`src/include/bufctl_pkg.sv`:
```
// Shared constants for the buffer pair control block
package bufctl_pkg;

    // Register offsets (word addresses on the plain port)
    localparam logic [3:0] OFF_PAIR_CTRL0 = 4'h0;   // Pairs 0..3 at 0..3
    localparam logic [3:0] OFF_IRQ_STATUS = 4'h4;
    localparam logic [3:0] OFF_IRQ_MASK   = 4'h5;
    localparam logic [3:0] OFF_BUF_BASE   = 4'h6;
    localparam logic [3:0] OFF_BUF_SIZE   = 4'h7;
    localparam logic [3:0] OFF_WORD0      = 4'h8;   // Header word of selected buffer
    localparam logic [3:0] OFF_WORD0_SEL  = 4'h9;

    localparam int NUM_BUF  = 8;
    localparam int NUM_PAIR = 4;

    // Control byte field positions
    localparam int BIT_DIR   = 7;
    localparam int BIT_ABT   = 6;
    localparam int BIT_LARB  = 5;
    localparam int BIT_ERR   = 4;
    localparam int BIT_REQ   = 3;
    localparam int BIT_RTREN = 2;
    localparam int PRI_HI    = 1;
    localparam int PRI_LO    = 0;

    // Header word field positions
    localparam int W0_SID_HI = 12;
    localparam int W0_SID_LO = 2;
    localparam int W0_SRR    = 1;
    localparam int W0_IDE    = 0;

    localparam logic [7:0]  CTRL_RESET    = 8'h00;
    localparam logic [15:0] BUF_BASE_RST  = 16'h0000;
    localparam logic [15:0] BUF_SIZE_RST  = 16'h0020;
    localparam logic [15:0] WORD0_IMPL    = 16'h1fff;

    // Interrupt status layout: [7:0] sent, [15:8] aborted
    localparam int IRQ_SENT_LO = 0;
    localparam int IRQ_ABT_LO  = 8;

    typedef enum logic [1:0] {
        TX_IDLE = 2'b00,
        TX_BUSY = 2'b01
    } tx_state_e;

endpackage : bufctl_pkg

```
`src/verilog/tx_pick.sv`:
```
// Priority selection among pending transmit buffers
`timescale 1ns/1ps
module tx_pick
    import bufctl_pkg::*;
(
    input  wire logic [NUM_BUF-1:0]   pending_i,
    input  wire logic [2*NUM_BUF-1:0] prio_i,
    output logic                      found_o,
    output logic [2:0]                index_o
);
    // Highest priority wins; higher index breaks ties
    always_comb
    begin
        found_o = 1'b0;
        index_o = 3'd0;
        for (int p = 3; p >= 0; p--)
        begin
            for (int b = NUM_BUF - 1; b >= 0; b--)
            begin
                if (pending_i[b] && prio_i[2*b +: 2] == 2'(p) && !found_o)
                begin
                    found_o = 1'b1;
                    index_o = 3'(b);
                end
            end
            if (found_o)
            begin
                break;
            end
        end
    end
endmodule : tx_pick

```
`src/verilog/word0_fmt.sv`:
```
// Header word packing with unimplemented bits forced low
`timescale 1ns/1ps
module word0_fmt
    import bufctl_pkg::*;
(
    input  wire logic [15:0] raw_i,
    output logic [10:0]      sid_o,
    output logic             srr_o,
    output logic             ide_o,
    output logic [15:0]      word_o
);
    assign sid_o  = raw_i[W0_SID_HI:W0_SID_LO];
    assign srr_o  = raw_i[W0_SRR];
    assign ide_o  = raw_i[W0_IDE];
    assign word_o = raw_i & WORD0_IMPL;
endmodule : word0_fmt

```
`src/verilog/buf_pair_ctrl.sv`:
```
// Control and status of eight message buffers held as four pairs
//
// Operation
// - Direction bit 7: one makes a transmit buffer, zero a receive buffer.
// - Aborted flag bit 6 set on abort, stays zero on success.
// - Arbitration-lost flag bit 5 set when bus arbitration was lost.
// - Bus-error flag bit 4 set on error during transmission.
// - Send request bit 3: set queues, hardware clears on success, zero aborts.
// - Setting send request clears the three status flags of that buffer.
// - Buffer area base and size set by software; accesses stay inside.
// - Header word bits 15 to 13 read as zero.
// - Header word bits 12 to 2 hold the standard identifier.
// - Header bit 1 marks a remote transmission request.
// - Header bit 0 selects extended frame format.
//
// The implementer's own choices: the register offsets and the address-and-strobe port.
`timescale 1ns/1ps
module buf_pair_ctrl
    import bufctl_pkg::*;
(
    input  wire logic        clk_i,
    input  wire logic        resetn_i,
    // Register port
    input  wire logic [3:0]  addr_i,
    input  wire logic [15:0] wdata_i,
    input  wire logic        wr_i,
    input  wire logic        rd_i,
    output logic [15:0]      rdata_o,
    output logic             irq_o,
    // Protocol engine side
    output logic             tx_start_o,
    output logic [2:0]       tx_index_o,
    output logic [15:0]      tx_addr_o,
    output logic             tx_abort_o,
    input  wire logic        tx_done_i,
    input  wire logic        tx_arb_lost_i,
    input  wire logic        tx_bus_err_i,
    input  wire logic        rtr_rx_i,
    input  wire logic [2:0]  rtr_index_i,
    // DMA RAM header word returned for the selected buffer
    input  wire logic [15:0] word0_raw_i
);

    ////////////////////////////////////////////////////////////////////////
    // Control bytes, one per buffer

    logic [7:0]          ctrl [NUM_BUF];
    logic [15:0]         irq_status;
    logic [15:0]         irq_mask;
    logic [15:0]         buf_base;
    logic [15:0]         buf_size;
    logic [2:0]          word0_sel;
    tx_state_e           tx_state;
    logic [2:0]          active;
    logic [NUM_BUF-1:0]  pending;
    logic [2*NUM_BUF-1:0] prio;
    logic                found;
    logic [2:0]          pick;
    logic [15:0]         word0;
    logic [15:0]         next_rdata;

    function automatic logic ctrl_hit(input logic [3:0] a);
        ctrl_hit = (a < 4'(NUM_PAIR));
    endfunction : ctrl_hit

    generate
        for (genvar b = 0; b < NUM_BUF; b++)
        begin : g_buf
            // Even buffer uses low byte, odd buffer uses high byte
            localparam int LANE = (b % 2) * 8;
            localparam logic [3:0] PAIR = 4'(b / 2);
            logic sw_wr;
            logic [7:0] wb;
            logic ev_done;
            logic ev_fail;
            assign sw_wr  = wr_i && ctrl_hit(addr_i) && addr_i == PAIR;
            assign wb     = wdata_i[LANE +: 8];
            assign ev_done = tx_state == TX_BUSY && active == 3'(b) && tx_done_i;
            assign ev_fail = tx_state == TX_BUSY && active == 3'(b)
                             && (tx_arb_lost_i || tx_bus_err_i);
            assign pending[b] = ctrl[b][BIT_DIR] && ctrl[b][BIT_REQ];
            assign prio[2*b +: 2] = ctrl[b][PRI_HI:PRI_LO];

            always_ff @(posedge clk_i or negedge resetn_i)
            begin
                if (!resetn_i)
                begin
                    ctrl[b] <= CTRL_RESET;
                end
                else
                begin
                    if (sw_wr)
                    begin
                        ctrl[b][BIT_DIR]         <= wb[BIT_DIR];
                        ctrl[b][BIT_RTREN]       <= wb[BIT_RTREN];
                        ctrl[b][PRI_HI:PRI_LO]   <= wb[PRI_HI:PRI_LO];
                        ctrl[b][BIT_REQ]         <= wb[BIT_REQ];
                        if (wb[BIT_REQ])
                        begin
                            ctrl[b][BIT_ABT]  <= 1'b0;
                            ctrl[b][BIT_LARB] <= 1'b0;
                            ctrl[b][BIT_ERR]  <= 1'b0;
                        end
                        else if (ctrl[b][BIT_REQ])
                        begin
                            ctrl[b][BIT_ABT] <= 1'b1;
                        end
                    end
                    else if (ev_done)
                    begin
                        ctrl[b][BIT_REQ] <= 1'b0;
                    end
                    else if (rtr_rx_i && rtr_index_i == 3'(b)
                             && ctrl[b][BIT_RTREN] && ctrl[b][BIT_DIR])
                    begin
                        ctrl[b][BIT_REQ] <= 1'b1;
                        ctrl[b][BIT_ABT] <= 1'b0;
                        ctrl[b][BIT_LARB] <= 1'b0;
                        ctrl[b][BIT_ERR] <= 1'b0;
                    end
                    // Failures keep the request so the engine retries
                    // Hardware set wins unless the same write re-arms the request
                    if (ev_fail && !(sw_wr && wb[BIT_REQ]))
                    begin
                        if (tx_arb_lost_i)
                        begin
                            ctrl[b][BIT_LARB] <= 1'b1;
                        end
                        if (tx_bus_err_i)
                        begin
                            ctrl[b][BIT_ERR] <= 1'b1;
                        end
                    end
                end
            end
        end
    endgenerate

    tx_pick u_pick (
        .pending_i (pending),
        .prio_i    (prio),
        .found_o   (found),
        .index_o   (pick)
    );

    word0_fmt u_word0 (
        .raw_i  (word0_raw_i),
        .sid_o  (),
        .srr_o  (),
        .ide_o  (),
        .word_o (word0)
    );

    ////////////////////////////////////////////////////////////////////////
    // Transmit sequencing

    always_ff @(posedge clk_i or negedge resetn_i)
    begin
        if (!resetn_i)
        begin
            tx_state   <= TX_IDLE;
            active     <= 3'd0;
            tx_start_o <= 1'b0;
            tx_abort_o <= 1'b0;
            tx_index_o <= 3'd0;
            tx_addr_o  <= 16'h0000;
        end
        else
        begin
            tx_start_o <= 1'b0;
            tx_abort_o <= 1'b0;
            case (tx_state)
                TX_IDLE:
                begin
                    if (found)
                    begin
                        tx_state   <= TX_BUSY;
                        active     <= pick;
                        tx_start_o <= 1'b1;
                        tx_index_o <= pick;
                        // Wraps inside the software area
                        tx_addr_o  <= buf_base
                                      + ((16'(pick) * 16'h0008) % buf_size);
                    end
                end
                TX_BUSY:
                begin
                    if (tx_done_i || tx_arb_lost_i || tx_bus_err_i)
                    begin
                        tx_state <= TX_IDLE;
                    end
                    else if (!ctrl[active][BIT_REQ])
                    begin
                        tx_state   <= TX_IDLE;
                        tx_abort_o <= 1'b1;
                    end
                end
                default:
                begin
                    tx_state <= TX_IDLE;
                end
            endcase
        end
    end

    ////////////////////////////////////////////////////////////////////////
    // Configuration and interrupt registers

    always_ff @(posedge clk_i or negedge resetn_i)
    begin
        if (!resetn_i)
        begin
            irq_mask  <= 16'h0000;
            buf_base  <= BUF_BASE_RST;
            buf_size  <= BUF_SIZE_RST;
            word0_sel <= 3'd0;
        end
        else if (wr_i)
        begin
            if (addr_i == OFF_IRQ_MASK)
            begin
                irq_mask <= wdata_i;
            end
            else if (addr_i == OFF_BUF_BASE)
            begin
                buf_base <= wdata_i;
            end
            else if (addr_i == OFF_BUF_SIZE && wdata_i != 16'h0000)
            begin
                buf_size <= wdata_i;
            end
            else if (addr_i == OFF_WORD0_SEL)
            begin
                word0_sel <= wdata_i[2:0];
            end
        end
    end

    // Set wins over write-one-to-clear
    always_ff @(posedge clk_i or negedge resetn_i)
    begin
        if (!resetn_i)
        begin
            irq_status <= 16'h0000;
        end
        else
        begin
            for (int b = 0; b < NUM_BUF; b++)
            begin
                if (wr_i && addr_i == OFF_IRQ_STATUS && wdata_i[IRQ_SENT_LO + b])
                begin
                    irq_status[IRQ_SENT_LO + b] <= 1'b0;
                end
                if (wr_i && addr_i == OFF_IRQ_STATUS && wdata_i[IRQ_ABT_LO + b])
                begin
                    irq_status[IRQ_ABT_LO + b] <= 1'b0;
                end
                if (tx_state == TX_BUSY && active == 3'(b) && tx_done_i)
                begin
                    irq_status[IRQ_SENT_LO + b] <= 1'b1;
                end
                if (tx_state == TX_BUSY && active == 3'(b) && !tx_done_i
                    && !tx_arb_lost_i && !tx_bus_err_i && !ctrl[b][BIT_REQ])
                begin
                    irq_status[IRQ_ABT_LO + b] <= 1'b1;
                end
            end
        end
    end

    always_ff @(posedge clk_i or negedge resetn_i)
    begin
        if (!resetn_i)
        begin
            irq_o <= 1'b0;
        end
        else
        begin
            irq_o <= |(irq_status & irq_mask);
        end
    end

    ////////////////////////////////////////////////////////////////////////
    // Read path

    always_comb
    begin
        next_rdata = 16'h0000;
        if (ctrl_hit(addr_i))
        begin
            next_rdata = {ctrl[{addr_i[1:0], 1'b1}], ctrl[{addr_i[1:0], 1'b0}]};
        end
        else if (addr_i == OFF_IRQ_STATUS)
        begin
            next_rdata = irq_status;
        end
        else if (addr_i == OFF_IRQ_MASK)
        begin
            next_rdata = irq_mask;
        end
        else if (addr_i == OFF_BUF_BASE)
        begin
            next_rdata = buf_base;
        end
        else if (addr_i == OFF_BUF_SIZE)
        begin
            next_rdata = buf_size;
        end
        else if (addr_i == OFF_WORD0)
        begin
            next_rdata = word0;
        end
        else if (addr_i == OFF_WORD0_SEL)
        begin
            next_rdata = {13'h0000, word0_sel};
        end
    end

    always_ff @(posedge clk_i or negedge resetn_i)
    begin
        if (!resetn_i)
        begin
            rdata_o <= 16'h0000;
        end
        else
        begin
            rdata_o <= rd_i ? next_rdata : 16'h0000;
        end
    end

    ////////////////////////////////////////////////////////////////////////
    // Checks

    chk_req_clears_flags: assert property (
        @(posedge clk_i) disable iff (!resetn_i)
        (wr_i && addr_i == OFF_PAIR_CTRL0 && wdata_i[BIT_REQ])
        |=> (ctrl[0][BIT_ABT] == 1'b0 && ctrl[0][BIT_ERR] == 1'b0))
        else $error("status flags not cleared by send request");

    chk_done_clears_req: assert property (
        @(posedge clk_i) disable iff (!resetn_i)
        (tx_state == TX_BUSY && tx_done_i && !(wr_i && ctrl_hit(addr_i)))
        |=> !ctrl[active][BIT_REQ])
        else $error("send request not cleared after success");

    chk_rx_no_start: assert property (
        @(posedge clk_i) disable iff (!resetn_i)
        tx_start_o |-> ctrl[tx_index_o][BIT_DIR])
        else $error("receive buffer started a transmission");

    chk_word0_upper: assert property (
        @(posedge clk_i) disable iff (!resetn_i)
        (rd_i && addr_i == OFF_WORD0) |=> rdata_o[15:13] == 3'b000)
        else $error("unimplemented header bits read nonzero");

    chk_abort_sets_flag: assert property (
        @(posedge clk_i) disable iff (!resetn_i)
        (wr_i && addr_i == OFF_PAIR_CTRL0 && !wdata_i[BIT_REQ] && ctrl[0][BIT_REQ])
        |=> ctrl[0][BIT_ABT])
        else $error("aborted flag not set by withdrawn request");

    chk_arb_sets_flag: assert property (
        @(posedge clk_i) disable iff (!resetn_i)
        (tx_state == TX_BUSY && active == 3'd0 && tx_arb_lost_i
         && !(wr_i && addr_i == OFF_PAIR_CTRL0 && wdata_i[BIT_REQ]))
        |=> ctrl[0][BIT_LARB])
        else $error("arbitration-lost flag not set");

endmodule : buf_pair_ctrl

```
`config.mk`:
```
export PLATFORM = sky130hd
export DESIGN_NAME = buf_pair_ctrl
export DESIGN_NICKNAME = d
export VERILOG_FILES = /design/src/include/bufctl_pkg.sv /design/src/verilog/tx_pick.sv /design/src/verilog/word0_fmt.sv /design/src/verilog/buf_pair_ctrl.sv
export SDC_FILE = /design/constraint.sdc
export NUM_CORES = 1
export LEC_CHECK = 0
export CAP_MARGIN = 5
export CORE_MARGIN = 8
export CORE_UTILIZATION = 50
export CTS_CLUSTER_DIAMETER = 150
export CTS_CLUSTER_SIZE = 25
export DETAILED_ROUTE_END_ITERATION = 6
export DONT_BUFFER_PORTS = 1
export GPL_TIMING_DRIVEN = 0
export HOLD_SLACK_MARGIN = 0.1
export PLACE_DENSITY = 0.73
export SLEW_MARGIN = 10
export SYNTH_ARGS = -nofsm -noshare
export SYNTH_HDL_FRONTEND = slang
export SYNTH_SLANG_ARGS = --single-unit
```
`constraint.sdc`:
```
create_clock -name clk_i -period 46.3 [get_ports clk_i]
set_clock_uncertainty 0.2 [all_clocks]
set_input_delay 4.63 -clock clk_i [delete_from_list [all_inputs] [get_ports clk_i]]
set_output_delay 4.63 -clock clk_i [all_outputs]
set_load 0.01 [all_outputs]
```
# Word level (Yosys, flattened, before mapping)
# Index checks and enable logic that the tools add are counted.
# Widths: inputs -> output; s select.
dict set report totals {
  wordCells 700
  reg_bits 171
}
dict set report op_classes {
  mux 259
  n_eq_ne 66
  bitwise 7
  div 1
  n_reduce_logical 303
  order_cmp 4
  n_addsub 1
}
# operator n
set ops {}
lappend ops {{$logic_and 1x1->1} 190}
lappend ops {{$mux 1} 163}
lappend ops {{$mux 3} 44}
lappend ops {{$mux 16} 6}
lappend ops {{$bmux 8 s3} 3}
lappend ops {{$mux 4} 18}
lappend ops {{$logic_not 1->1} 50}
lappend ops {{$reduce_bool 2->1} 24}
lappend ops {{$mux 2} 19}
lappend ops {{$eq 2x2->1 const B} 16}
lappend ops {{$mux 8} 4}
lappend ops {{$ne 3x3->1 const B} 9}
lappend ops {{$reduce_and 3->1} 9}
lappend ops {{$eq 3x3->1 const B} 8}
lappend ops {{$reduce_bool 3->1} 8}
lappend ops {{$eq 2x1->1 const B} 9}
lappend ops {{$logic_not 2->1} 9}
lappend ops {{$ne 2x2->1 const B} 9}
lappend ops {{$add 16x16->16} 1}
lappend ops {{$and 16x16->16} 1}
lappend ops {{$eq 4x3->1 const B} 4}
lappend ops {{$mod 6x16->16} 1}
lappend ops {{$reduce_bool 16->1} 1}
lappend ops {{$reduce_or 16->1} 1}
lappend ops {{other kinds (17)} 34}

# Logic depth before layout (Yosys ltp)
# Gate-level depths: netlist (run 1).
dict set report depth {
  depth_word 146
  mapped_depth 140
  mapped_depth_nobuf 128
}

# Cells and area by module
# A second synthesis (run 1) with hierarchy kept.
dict set report unflattened {
  hier_cells 2081
  area_unflattened_um2 17182.7
}
# mod cells_each n_inst area_per_inst_um2
set modules_own_cells {}
lappend modules_own_cells {buf_pair_ctrl 1946 1 16269.4}
lappend modules_own_cells {tx_pick 105 1 691.9}
lappend modules_own_cells {word0_fmt 30 1 221.5}

# Least setup slack after synthesis (run 1)
# Ideal clock, no wire load.
dict set report synth_timing {
  kind {reg-to-reg}
  start {reg buf_size[0]}
  end {reg tx_addr_o[14]}
  required_ns 46.031
  arrival_time_ns 26.888
  slack_ns 19.143
  path_stages_with_launch 123
  path_cell_list {dfrtp_1 clkbuf_1 inv_1 ha_1 or3_1 a32oi_1 nor3_1 ha_1 or3_1 o22a_1 o32ai_1 nor2b_1 ha_1 o21a_1 o221ai_1 a21bo_2 nor3_1 a21o_1 [87 not listed] o21a_1 a21oi_1 a211oi_1 clkbuf_1 nand2_1 o211ai_1 o31ai_1 fa_1 a21o_1 a21oi_1 o21bai_1 a21oi_1 o21bai_1 a21oi_1 o21a_1 o21bai_1 a2111o_1 nand3_1}
}
dict set report synth_between {
  elab_chain_len 2
}
# element line_no
set synth_lines {}
lappend synth_lines {{start: declaration} buf_pair_ctrl.sv:51} ;# logic [15:0] buf_size;
lappend synth_lines {{start signal: assignment} buf_pair_ctrl.sv:230} ;# buf_size <= wdata_i;
lappend synth_lines {{$mod 6x16->16} buf_pair_ctrl.sv:183} ;# + ((16'(pick) * 16'h0008) % buf_size);
lappend synth_lines {{$add 16x16->16} buf_pair_ctrl.sv:183}
lappend synth_lines {{end signal: assignment} buf_pair_ctrl.sv:182} ;# tx_addr_o <= buf_base
lappend synth_lines {{end: declaration} buf_pair_ctrl.sv:33} ;# output logic [15:0] tx_addr_o,
# Every way passes these cells.
# A chain may end at the register's enable or synchronous reset.

# Worst setup path after layout (run 1)
# Same ends and word-level chain as after synthesis.

==> results of run 1 <==
## cells by family (layout without fill, tap and decap cells)
| family | after synthesis | in the layout | share of synthesized area [%] |
|---|---|---|---|
| flip-flops | 170 | 170 | 25.3 |
| buffers and inverters | 145 | 177 | 3.33 |
| AND/OR/NAND/NOR | 785 | 785 | 22.4 |
| other | 1 | 14 | 0.0223 |
| multiplexers | 130 | 130 | 9.68 |
| AO/OA/AOI/OAI | 582 | 582 | 23.5 |
| adder cells (fa/ha/maj) | 153 | 153 | 11.5 |
| XOR/XNOR | 83 | 83 | 4.32 |
## registers in the layout (all words and copies together), names as in the netlist
name,count
tx_state,1
word0_sel,3
active,3
irq_o,1
buf_base,16
tx_addr_o,16
tx_start_o,1
ctrl,64
buf_size,16
irq_mask,16
rdata_o,16
irq_status,16
tx_abort_o,1
## per-stage QoR
step	instance area, um^2	power [mW]	utilization (%)
6_report	18100	1.00	54.1
2_1_floorplan	16900	0.684	-
3_5_place_dp	17400	0.833	52.2
4_1_cts	18100	0.989	54.1
5_1_grt	18100	1.08	54.1
3_3_place_gp	17400	0.816	52.2
## worst max-delay path, delay by kind of cell (launching register included)
| family | cells | cell delay (ns) |
|---|---|---|
| adders and majority gates | 15 | 4.66 |
| buffers and inverters | 14 | 5.17 |
| muxes | 3 | 1.27 |
| and+or+nand+nor | 28 | 6.03 |
| DFF | 1 | 0.48 |
| AOI/OAI and AO/OA | 63 | 16.80 |
## cell usage in the layout, fill, tap and decap left out, types with 15 or more instances in the layout
cell,n
o211ai_1,28
clkbuf_1,67
or3_1,23
o21ai_0,111
dfrtp_1,169
a211oi_1,16
mux2i_1,30
mux4_2,18
a21oi_1,135
a21o_1,39
and2_1,28
nand3_1,45
nor3_1,60
nor2_1,149
xnor2_1,46
o31ai_1,30
clkbuf_16,17
nand4_1,19
nand2_1,321
and3_1,17
inv_1,65
nor2b_1,15
nand2b_1,25
xor2_1,37
ha_1,151
a22oi_1,19
mux2_2,82
o21a_1,46
## path summary, 6_finish.rpt
check	from	to	slack, ns	cells past startpoint
min in group asynchronous	resetn_i	ctrl[17]	3.69	0
worst max register to register	buf_size[0]	tx_addr_o[14]	11.51	123
max in group asynchronous	resetn_i	buf_size[5]	41.86	0
worst max-delay path	buf_size[0]	tx_addr_o[14]	11.51	123
worst min-delay path	ctrl[12]	ctrl[12]	0.30	1
worst min register to register	ctrl[12]	ctrl[12]	0.30	1
## where the power goes
part / total, mW / switching (mW) / leakage [nW] / internal [mW]
clock network: 0.152 / 0.0646 / 0.304 / 0.0877
logic: 0.607 / 0.356 / 5.78 / 0.251
registers: 0.246 / 0.0557 / 2.16 / 0.190
total: 1.00 / 0.476 / 8.24 / 0.529
## routing by layer
metal,part of all wire [%],GRT usage [%],wire length [um],vias up
met3,7.8,4.80,4480,156
met5,0.10,0,58,-
li1,-,-,-,7681
met2,48,48.8,27200,708
met1,40,35.6,23000,7936
met4,4.3,13.2,2480,8
## layout make-up
cell class / instances / area share [%]
Multi-Input combinational cell: 1743 / 66.7
Sequential cell: 170 / 23.6
Tap cell: 448 / 3.10
Clock buffer: 18 / 2.43
Buffer: 79 / 1.73
Inverter: 66 / 1.37
Clock inverter: 14 / 1.02
Antenna cell: 4 / 0.0554
==> metrics.csv, run 1 <==
metric;value;unit
status;complete, no violations;
hold_violations;0;
yosysTopAreaCellShare;25.1;%
die-area;39800;um^2
async_reset_ff_share;100;%
fmax;28.7;MHz
critical_path_class;flop to flop;
post_cts_buffers;0;
critPathMaxStageDelay;0.78;ns
hold_buffers;0;
regArea;4260;um^2
cts_tree;yes;
ioPinCount;85;
relSlewSlack;18.4;%
instances_no_fill;2542;
required;46.47;ns
multiInputGateArea;12100;um^2
rsz0062_at_grt;no;
grt_max_degree;171;
period_needed;34.79;ns
fp.coreArea;33400;um^2
hpwlAfterDp;44.2;mm
die_w;200;um
cts_buffers;17;
antenna_found_initial;6;
synth_top_area_cell;dfrtp_1;
cts-root-buf;clkbuf_16;
report.final.setup_viol;0;
crit_arrival;34.96;ns
leakage;8.24;nW
start_util;50.5;%
num_rows;67;
path_max_fanout;17;
ys_ff_latch;170;
routed_wl;57.2;mm
crit_path_start_kind;flop;
synth_cells;2049;
clock_sinks;170;
synth_cell_types;97;
clock_latency;0.44;ns
drv_slew;0;
setup_ws;11.51;ns
drtIter0Drc;1732;
pwr_density_cell;55.6;nW/um^2
cts_resized;0;
fin_nets;2277;
wl_per_cell;22.5;um
layout-drive-gt1-share;8.37;%
seq_area_frac_synth;25.3;%
dr.pass1.iters;7;
drc;0;
post-route-period-util;75.1;%
critical_path.endpoint_type;flop;
overflow;0;
dr_total_vias;16500;
synth_common_cells;nand2_1, dfrtp_1, ha_1, nor2_1, a21oi_1;
die_h;200;um
synth_warnings;0;
grt_pass1_wl;90.2;mm
post-place-ws;12.52;ns
avgViaCountPerCell;6.49;
syn_to_final_growth;7.29;%
synth_edf_count;0;
drtAntennaViolNets;0;
gp_congestion;0.974;
crit_top_cell;ha_1;
yosysMostFrequentCell;nand2_1;
n_fill_cell;3122;
io_buffers;0;
slowest_stage;a211oi_1;
clk_pin_slew;0.07;ns
vdd_drop_max;0.0276;mV
min_path_type;flop to flop;
worstMarginPinSlew;1.21;ns
dp_cells;2506;
synth_top_flop_cell;dfrtp_1;
synth_area_leaders;dfrtp_1, ha_1, nand2_1, mux2_2, a21oi_1;
netlist_area;16800;um^2
whs;0.296;ns
htree_levels;4;
setup_tns;0;ns
syn_area_per_cell;8.22;um^2
grt_use_total;28.8;%
clock_path_buffers;2;
max_cap_viol_count;0;
grt_pass1_vias;16200;
No activity file was read; power rests on OpenSTA's default activity.
==> run 2, diff against run 1 <==
--- a/config.mk
+++ b/config.mk
@@ -5,6 +5,7 @@
 export SDC_FILE = /design/constraint.sdc
 export NUM_CORES = 1
 export LEC_CHECK = 0
+export ABC_AREA = 1
 export CAP_MARGIN = 5
 export CORE_MARGIN = 8
 export CORE_UTILIZATION = 50
==> constraint.sdc (replaced) <==
create_clock -name clk_i -period 35.6 [get_ports clk_i]
set_clock_uncertainty 0.2 [all_clocks]
set_input_delay 3.56 -clock clk_i [delete_from_list [all_inputs] [get_ports clk_i]]
set_output_delay 3.56 -clock clk_i [all_outputs]
set_load 0.01 [all_outputs]
==> metrics.csv, run 2 <==
metric;value;unit;change
status;complete, no violations;;unchanged
period_needed;32.00;ns;was 34.79 ns
leakage;8.90;nW;was 8.24 nW
critPathMaxStageDelay;0.50;ns;was 0.78 ns
rsz0062_at_grt;no;;unchanged
min_path_type;flop to flop;;unchanged
hold_buffers;0;;unchanged
report.final.setup_viol;0;;unchanged
fp.coreArea;31400;um^2;was 33,400 um^2
layout-drive-gt1-share;10.7;%;was 8.37%
fmax;31.2;MHz;was 28.7 MHz
ys_ff_latch;170;;unchanged
grt_max_degree;171;;unchanged
grt_pass1_vias;14800;;was 16,200
synth_top_flop_cell;dfrtp_1;;unchanged
clock_path_buffers;2;;unchanged
die_h;194;um;was 200 um
netlist_area;15900;um^2;was 16,800 um^2
path_max_fanout;20;;was 17
fin_nets;2456;;was 2,277
seq_area_frac_synth;26.8;%;was 25.3%
grt_util_met2;43.1;%;was 48.8%
htree_levels;4;;unchanged
synth_edf_count;0;;unchanged
n_fill_cell;2950;;was 3,122
rrSetupSlack;3.60;ns;was 11.51 ns
synth_cells;2225;;was 2,049
synth_warnings;0;;unchanged
drtAntennaViolNets;0;;unchanged
clk_pin_slew;0.07;ns;about the same
p_total;1.07;mW;was 1.00 mW
hpwlAfterDp;38.9;mm;was 44.2 mm
regArea;4260;um^2;about the same
syn_to_final_growth;7.48;%;was 7.29%
post-route-period-util;89.9;%;was 75.1%
yosysTopAreaCellShare;26.7;%;was 25.1%
slowest_stage;dfrtp_2;;was a211oi_1
drtIter0Drc;1491;;was 1,732
grt_pass1_wl;78.7;mm;was 90.2 mm
grt_use_met3;4.98;%;was 4.80%
routed_wl;49.6;mm;was 57.2 mm
async_reset_ff_share;100;%;unchanged
max_cap_viol_count;0;;unchanged
dp_cells;2636;;was 2,506
use_met1;32.7;%;was 35.6%
dr.pass1.iters;6;;was 7
multiInputGateArea;10100;um^2;was 12,100 um^2
cts_tree;yes;;unchanged
largest_reg_flops;64;;unchanged
start_util;50.5;%;about the same
dr_total_vias;15300;;was 16,500
setup_tns;0;ns;unchanged
overflow;0;;unchanged
synth_area_leaders;dfrtp_1, ha_1, nand2_1, inv_1, o21ai_0;;was dfrtp_1, ha_1, nand2_1, mux2_2, a21oi_1
yosysMostFrequentCell;nand2_1;;unchanged
drc;0;;unchanged
crit_path_start_kind;flop;;unchanged
mostFrequentLayoutCell;nand2_1;;unchanged
relSlewSlack;28.8;%;was 18.4%
cts_buffers;17;;unchanged
drv_slew;0;;unchanged
finalInstanceArea;17000;um^2;was 18,100 um^2
gp_congestion;0.994;;was 0.974
grt_use_total;25.9;%;was 28.8%
syn_area_per_cell;7.12;um^2;was 8.22 um^2
synth_cell_types;71;;was 97
crit_arrival;32.17;ns;was 34.96 ns
critical_path.endpoint_type;flop;;unchanged
die_w;194;um;was 200 um
placed_cell_area;16400;um^2;was 17,400 um^2
hold_violations;0;;unchanged
required;35.77;ns;was 46.47 ns
final_cell_mix;nand2_1, inv_1, dfrtp_1;;was nand2_1, dfrtp_1, ha_1
vdd_drop_max;0.0325;mV;was 0.0276 mV
synth_top_area_cell;dfrtp_1;;unchanged
avgViaCountPerCell;5.73;;was 6.49
critical_path_class;flop to flop;;unchanged
pwr_density_cell;62.8;nW/um^2;was 55.6 nW/um^2
antenna_found_initial;0;;was 6
die-area;37700;um^2;was 39,800 um^2
regMostFlops;ctrl;;unchanged
clock_sinks;170;;unchanged
clock_latency;0.44;ns;about the same
final_util;54.3;%;was 54.1%
instances_no_fill;2671;;was 2,542
num_rows;65;;was 67
io_buffers;0;;unchanged
ioPinCount;85;;unchanged
worstMarginPinSlew;1.07;ns;was 1.21 ns
busiest_layer;met2;;unchanged
crit_top_cell;nand2_1;;was ha_1
diodes;0;;was 4
setup_ws;3.60;ns;was 11.51 ns
synth_common_cells;nand2_1, inv_1, dfrtp_1, o21ai_0, ha_1;;was nand2_1, dfrtp_1, ha_1, nor2_1, a21oi_1
whs;0.296;ns;about the same
cts-root-buf;clkbuf_16;;unchanged
wl_per_cell;18.6;um;was 22.5 um
post-place-ws;3.37;ns;was 12.52 ns
## run 2: changes by cell type in the layout (fill, tap and decap cells not counted), moves of 36 or more
cell / previous run / this run
inv_1: 65 / 311
mux2_2: 82 / 0
o21a_1: 46 / 6
nand3_1: 45 / 128
clkbuf_1: 67 / 26
o21ai_1: 7 / 43
nand2_1: 321 / 485
o21ai_0: 111 / 165
## run 2: what timing repair did
action | CTS | global route
setup endpoints to repair | 0 | 3
buffers inserted | 0 | 3
gates resized for setup | 0 | 14
## run 2: kinds of logic (layout without fill, tap and decap cells)
| family | after synthesis | count (layout) | share of synthesized area (%) |
|---|---|---|---|
| compound gates | 496 | 496 | 19.5 |
| mux | 3 | 3 | 0.347 |
| buf+inv | 396 | 431 | 9.79 |
| simple gates | 918 | 918 | 26.5 |
| fa+ha+maj | 153 | 153 | 12.2 |
| xor+xnor | 88 | 88 | 4.86 |
| flops | 170 | 170 | 26.8 |
| other cells | 1 | 10 | 0.0237 |
## run 2: worst paths after layout
path / cells after the start / from / end
worst max-delay path: 258 / buf_size[0] / tx_addr_o[15]
worst min-delay path: 1 / ctrl[46] / ctrl[46]
worst max register to register: 258 / buf_size[0] / tx_addr_o[15]
worst min register to register: 1 / ctrl[46] / ctrl[46]
max in group asynchronous: 0 / resetn_i / buf_size[5]
min in group asynchronous: 0 / resetn_i / rdata_o[5]
## run 2: layout make-up
cell class / instances / share of cell area [%]
inverters: 352 / 7.90
plain buffers: 44 / 1.32
repair buffers: 3 / 0.132
clock buffers: 17 / 2.50
clock inverters: 15 / 1.01
flip-flops and latches: 170 / 25.0
multi-input cells: 1668 / 59.2
well taps: 402 / 2.95
## run 2: worst max-delay path: cells and delay by family, from the launching register on
kind | cells | cell delay (ns)
and+or+nand+nor | 143 | 12.53
AOI/OAI and AO/OA | 65 | 9.76
DFF | 1 | 0.50
xor gates and xnor gates | 1 | 0.21
buffers and inverters | 32 | 3.61
adders and majority gates | 17 | 5.08
## run 2: where the power goes
group	internal [mW]	switching, mW
Clock	0.101	0.0892
Combinational	0.208	0.360
Sequential	0.253	0.0584
Total	0.562	0.507
## run 2: layer usage
layer  vias to the layer above  wire [um]
met5                         -          0
met4                         0       1910
met3                       114       3540
met2                       567      22900
met1                      7157      21200
li1                       7456          -
==> run 3, diff against run 2 <==
--- a/config.mk
+++ b/config.mk
@@ -5,7 +5,6 @@
 export SDC_FILE = /design/constraint.sdc
 export NUM_CORES = 1
 export LEC_CHECK = 0
-export ABC_AREA = 1
 export CAP_MARGIN = 5
 export CORE_MARGIN = 8
 export CORE_UTILIZATION = 50
@@ -16,7 +15,7 @@
 export GPL_TIMING_DRIVEN = 0
 export HOLD_SLACK_MARGIN = 0.1
 export PLACE_DENSITY = 0.73
-export SLEW_MARGIN = 10
+export SLEW_MARGIN = 0
 export SYNTH_ARGS = -nofsm -noshare
 export SYNTH_HDL_FRONTEND = slang
 export SYNTH_SLANG_ARGS = --single-unit
==> metrics.csv, run 3 (synthesis gave the netlist of run 1 again) <==
metric;value;unit;change
report.final.setup_viol;0;;unchanged
period_needed;33.15;ns;was 32.00 ns
clock_sinks;170;;unchanged
clock_path_buffers;2;;unchanged
switching_share;47.3;%;was 47.4%
regArea;4260;um^2;about the same
syn_to_final_growth;7.56;%;was 7.48%
placed_cell_area;17400;um^2;was 16,400 um^2
grt_max_degree;171;;unchanged
critPathMaxStageDelay;0.71;ns;was 0.50 ns
drc;0;;unchanged
worstMarginPinSlew;1.21;ns;was 1.07 ns
crit_path_start_kind;flop;;unchanged
slowest_stage;o22ai_1;;was dfrtp_2
clock_latency;0.44;ns;about the same
grt_use_total;28.8;%;was 25.9%
largest_reg_flops;64;;unchanged
dr_total_vias;16500;;was 15,300
cts_tree;yes;;unchanged
final_cell_mix;nand2_1, dfrtp_1, ha_1;;was nand2_1, inv_1, dfrtp_1
critical_path_class;flop to flop;;unchanged
antenna_found_initial;6;;was 0
hpwlAfterDp;44.2;mm;was 38.9 mm
post-place-ws;1.82;ns;was 3.37 ns
rsz0062_at_grt;no;;unchanged
drv_slew;0;;unchanged
grt_pass1_wl;90.2;mm;was 78.7 mm
setup_ws;2.45;ns;was 3.60 ns
power_switching;0.619;mW;was 0.507 mW
mostFrequentLayoutCell;nand2_1;;unchanged
fp.coreArea;33400;um^2;was 31,400 um^2
clkPwrFrac;15.2;%;was 17.8%
fmax;30.2;MHz;was 31.2 MHz
avgViaCountPerCell;6.48;;was 5.73
seqPwrFrac;24.4;%;was 29.2%
final_util;54.3;%;about the same
setup_tns;0;ns;unchanged
clk_pin_slew;0.07;ns;about the same
critical_path.endpoint_type;flop;;unchanged
dr.pass1.iters;6;;unchanged
routed_wl;57.2;mm;was 49.6 mm
die_w;200;um;was 194 um
cp_num_buf_inv;15;;was 32
wl_per_cell;22.5;um;was 18.6 um
min_path_type;flop to flop;;unchanged
relSlewSlack;18.4;%;was 28.8%
crit_cells;122;;was 258
fin_nets;2279;;was 2,456
crit_top_cell;ha_1;;was nand2_1
finalInstanceArea;18100;um^2;was 17,000 um^2
cts_buffers;17;;unchanged
start_util;50.5;%;about the same
max_cap_viol_count;0;;unchanged
num_rows;67;;was 65
crit_arrival;33.32;ns;was 32.17 ns
io_buffers;0;;unchanged
grt_pass1_vias;16200;;was 14,800
die-area;39800;um^2;was 37,700 um^2
layout-drive-gt1-share;8.84;%;was 10.7%
overflow;0;;unchanged
hold_depth;1;;unchanged
p_int;0.689;mW;was 0.562 mW
status;complete, no violations;;unchanged
critPathTopFamily;compound AO/OA/AOI/OAI gates;;was simple AND/OR/NAND/NOR gates
gp_congestion;0.974;;was 0.994
p_total;1.31;mW;was 1.07 mW
ioPinCount;85;;unchanged
post-route-period-util;93.1;%;was 89.9%
die_h;200;um;was 194 um
required;35.77;ns;about the same
reg2reg_depth;122;;was 258
pwr_density_cell;72.2;nW/um^2;was 62.8 nW/um^2
htree_levels;4;;unchanged
multiInputGateArea;12100;um^2;was 10,100 um^2
drtIter0Drc;1762;;was 1,491
regMostFlops;ctrl;;unchanged
cts-root-buf;clkbuf_16;;unchanged
p_comb_share;60.4;%;was 53.1%
drtAntennaViolNets;0;;unchanged
hold_violations;0;;unchanged
leakage;8.25;nW;was 8.90 nW
path_max_fanout;10;;was 20
n_fill_cell;3122;;was 2,950
vdd_drop_max;0.0358;mV;was 0.0325 mV
## run 3: final cells by class
type | count | area share (%)
diodes | 3 | 0.0415
plain buffers | 79 | 1.73
clock buffers | 18 | 2.43
clock inverters | 14 | 1.02
inverters | 66 | 1.39
multi-input cells | 1743 | 66.7
flip-flops and latches | 170 | 23.5
well taps | 448 | 3.10
repair buffers | 2 | 0.0829
## run 3: final timing paths
path / startpoint / to / slack (ns)
worst min register to register: ctrl[12] / ctrl[12] / 0.30
worst max register to register: buf_size[0] / tx_addr_o[14] / 2.45
worst max-delay path: buf_size[0] / tx_addr_o[14] / 2.45
max in group asynchronous: resetn_i / buf_size[5] / 32.20
worst min-delay path: ctrl[12] / ctrl[12] / 0.30
min in group asynchronous: resetn_i / ctrl[17] / 2.62
## run 3: metrics by stage
stage	instances	hold WS (ns)
3_5_place_dp	2506	0.284
2_1_floorplan	2058	0.261
5_1_grt	2541	0.313
3_3_place_gp	2506	0.280
4_1_cts	2538	0.299
6_report	2543	0.300
## run 3: routing by layer
| metal | vias up | GRT usage, % | share of wire [%] |
|---|---|---|---|
| li1 | 7683 | - | - |
| met5 | - | 0 | 0.094 |
| met4 | 8 | 13.2 | 4.4 |
| met1 | 7944 | 35.6 | 41 |
| met3 | 152 | 4.80 | 7.4 |
| met2 | 690 | 48.8 | 48 |
## run 3: worst register-to-register path, delay by kind of cell (launching register included)
family	cells	cell delay (ns)
adders and majority gates	15	4.92
AOI/OAI and AO/OA	63	16.04
DFF	1	0.48
and+or+nand+nor	26	5.08
muxes	3	1.25
buffers and inverters	15	5.07
## run 3: power by group through the flow
stage                     Sequential, mW  Combinational, mW  Clock [mW]
after floorplan                    0.290              0.599           0
after global placement             0.318              0.743           0
after detailed placement           0.320              0.764           0
after CTS                          0.317              0.770       0.199
after global routing               0.325              0.872       0.206
final                              0.320              0.790       0.198
## run 3: timing repair
item / 4_1_cts / 5_1_grt
hold buffers: 0 / 0
resized for setup: 0 / 11
buffers inserted: 0 / 2
endpoints found under the setup margin: 0 / 15
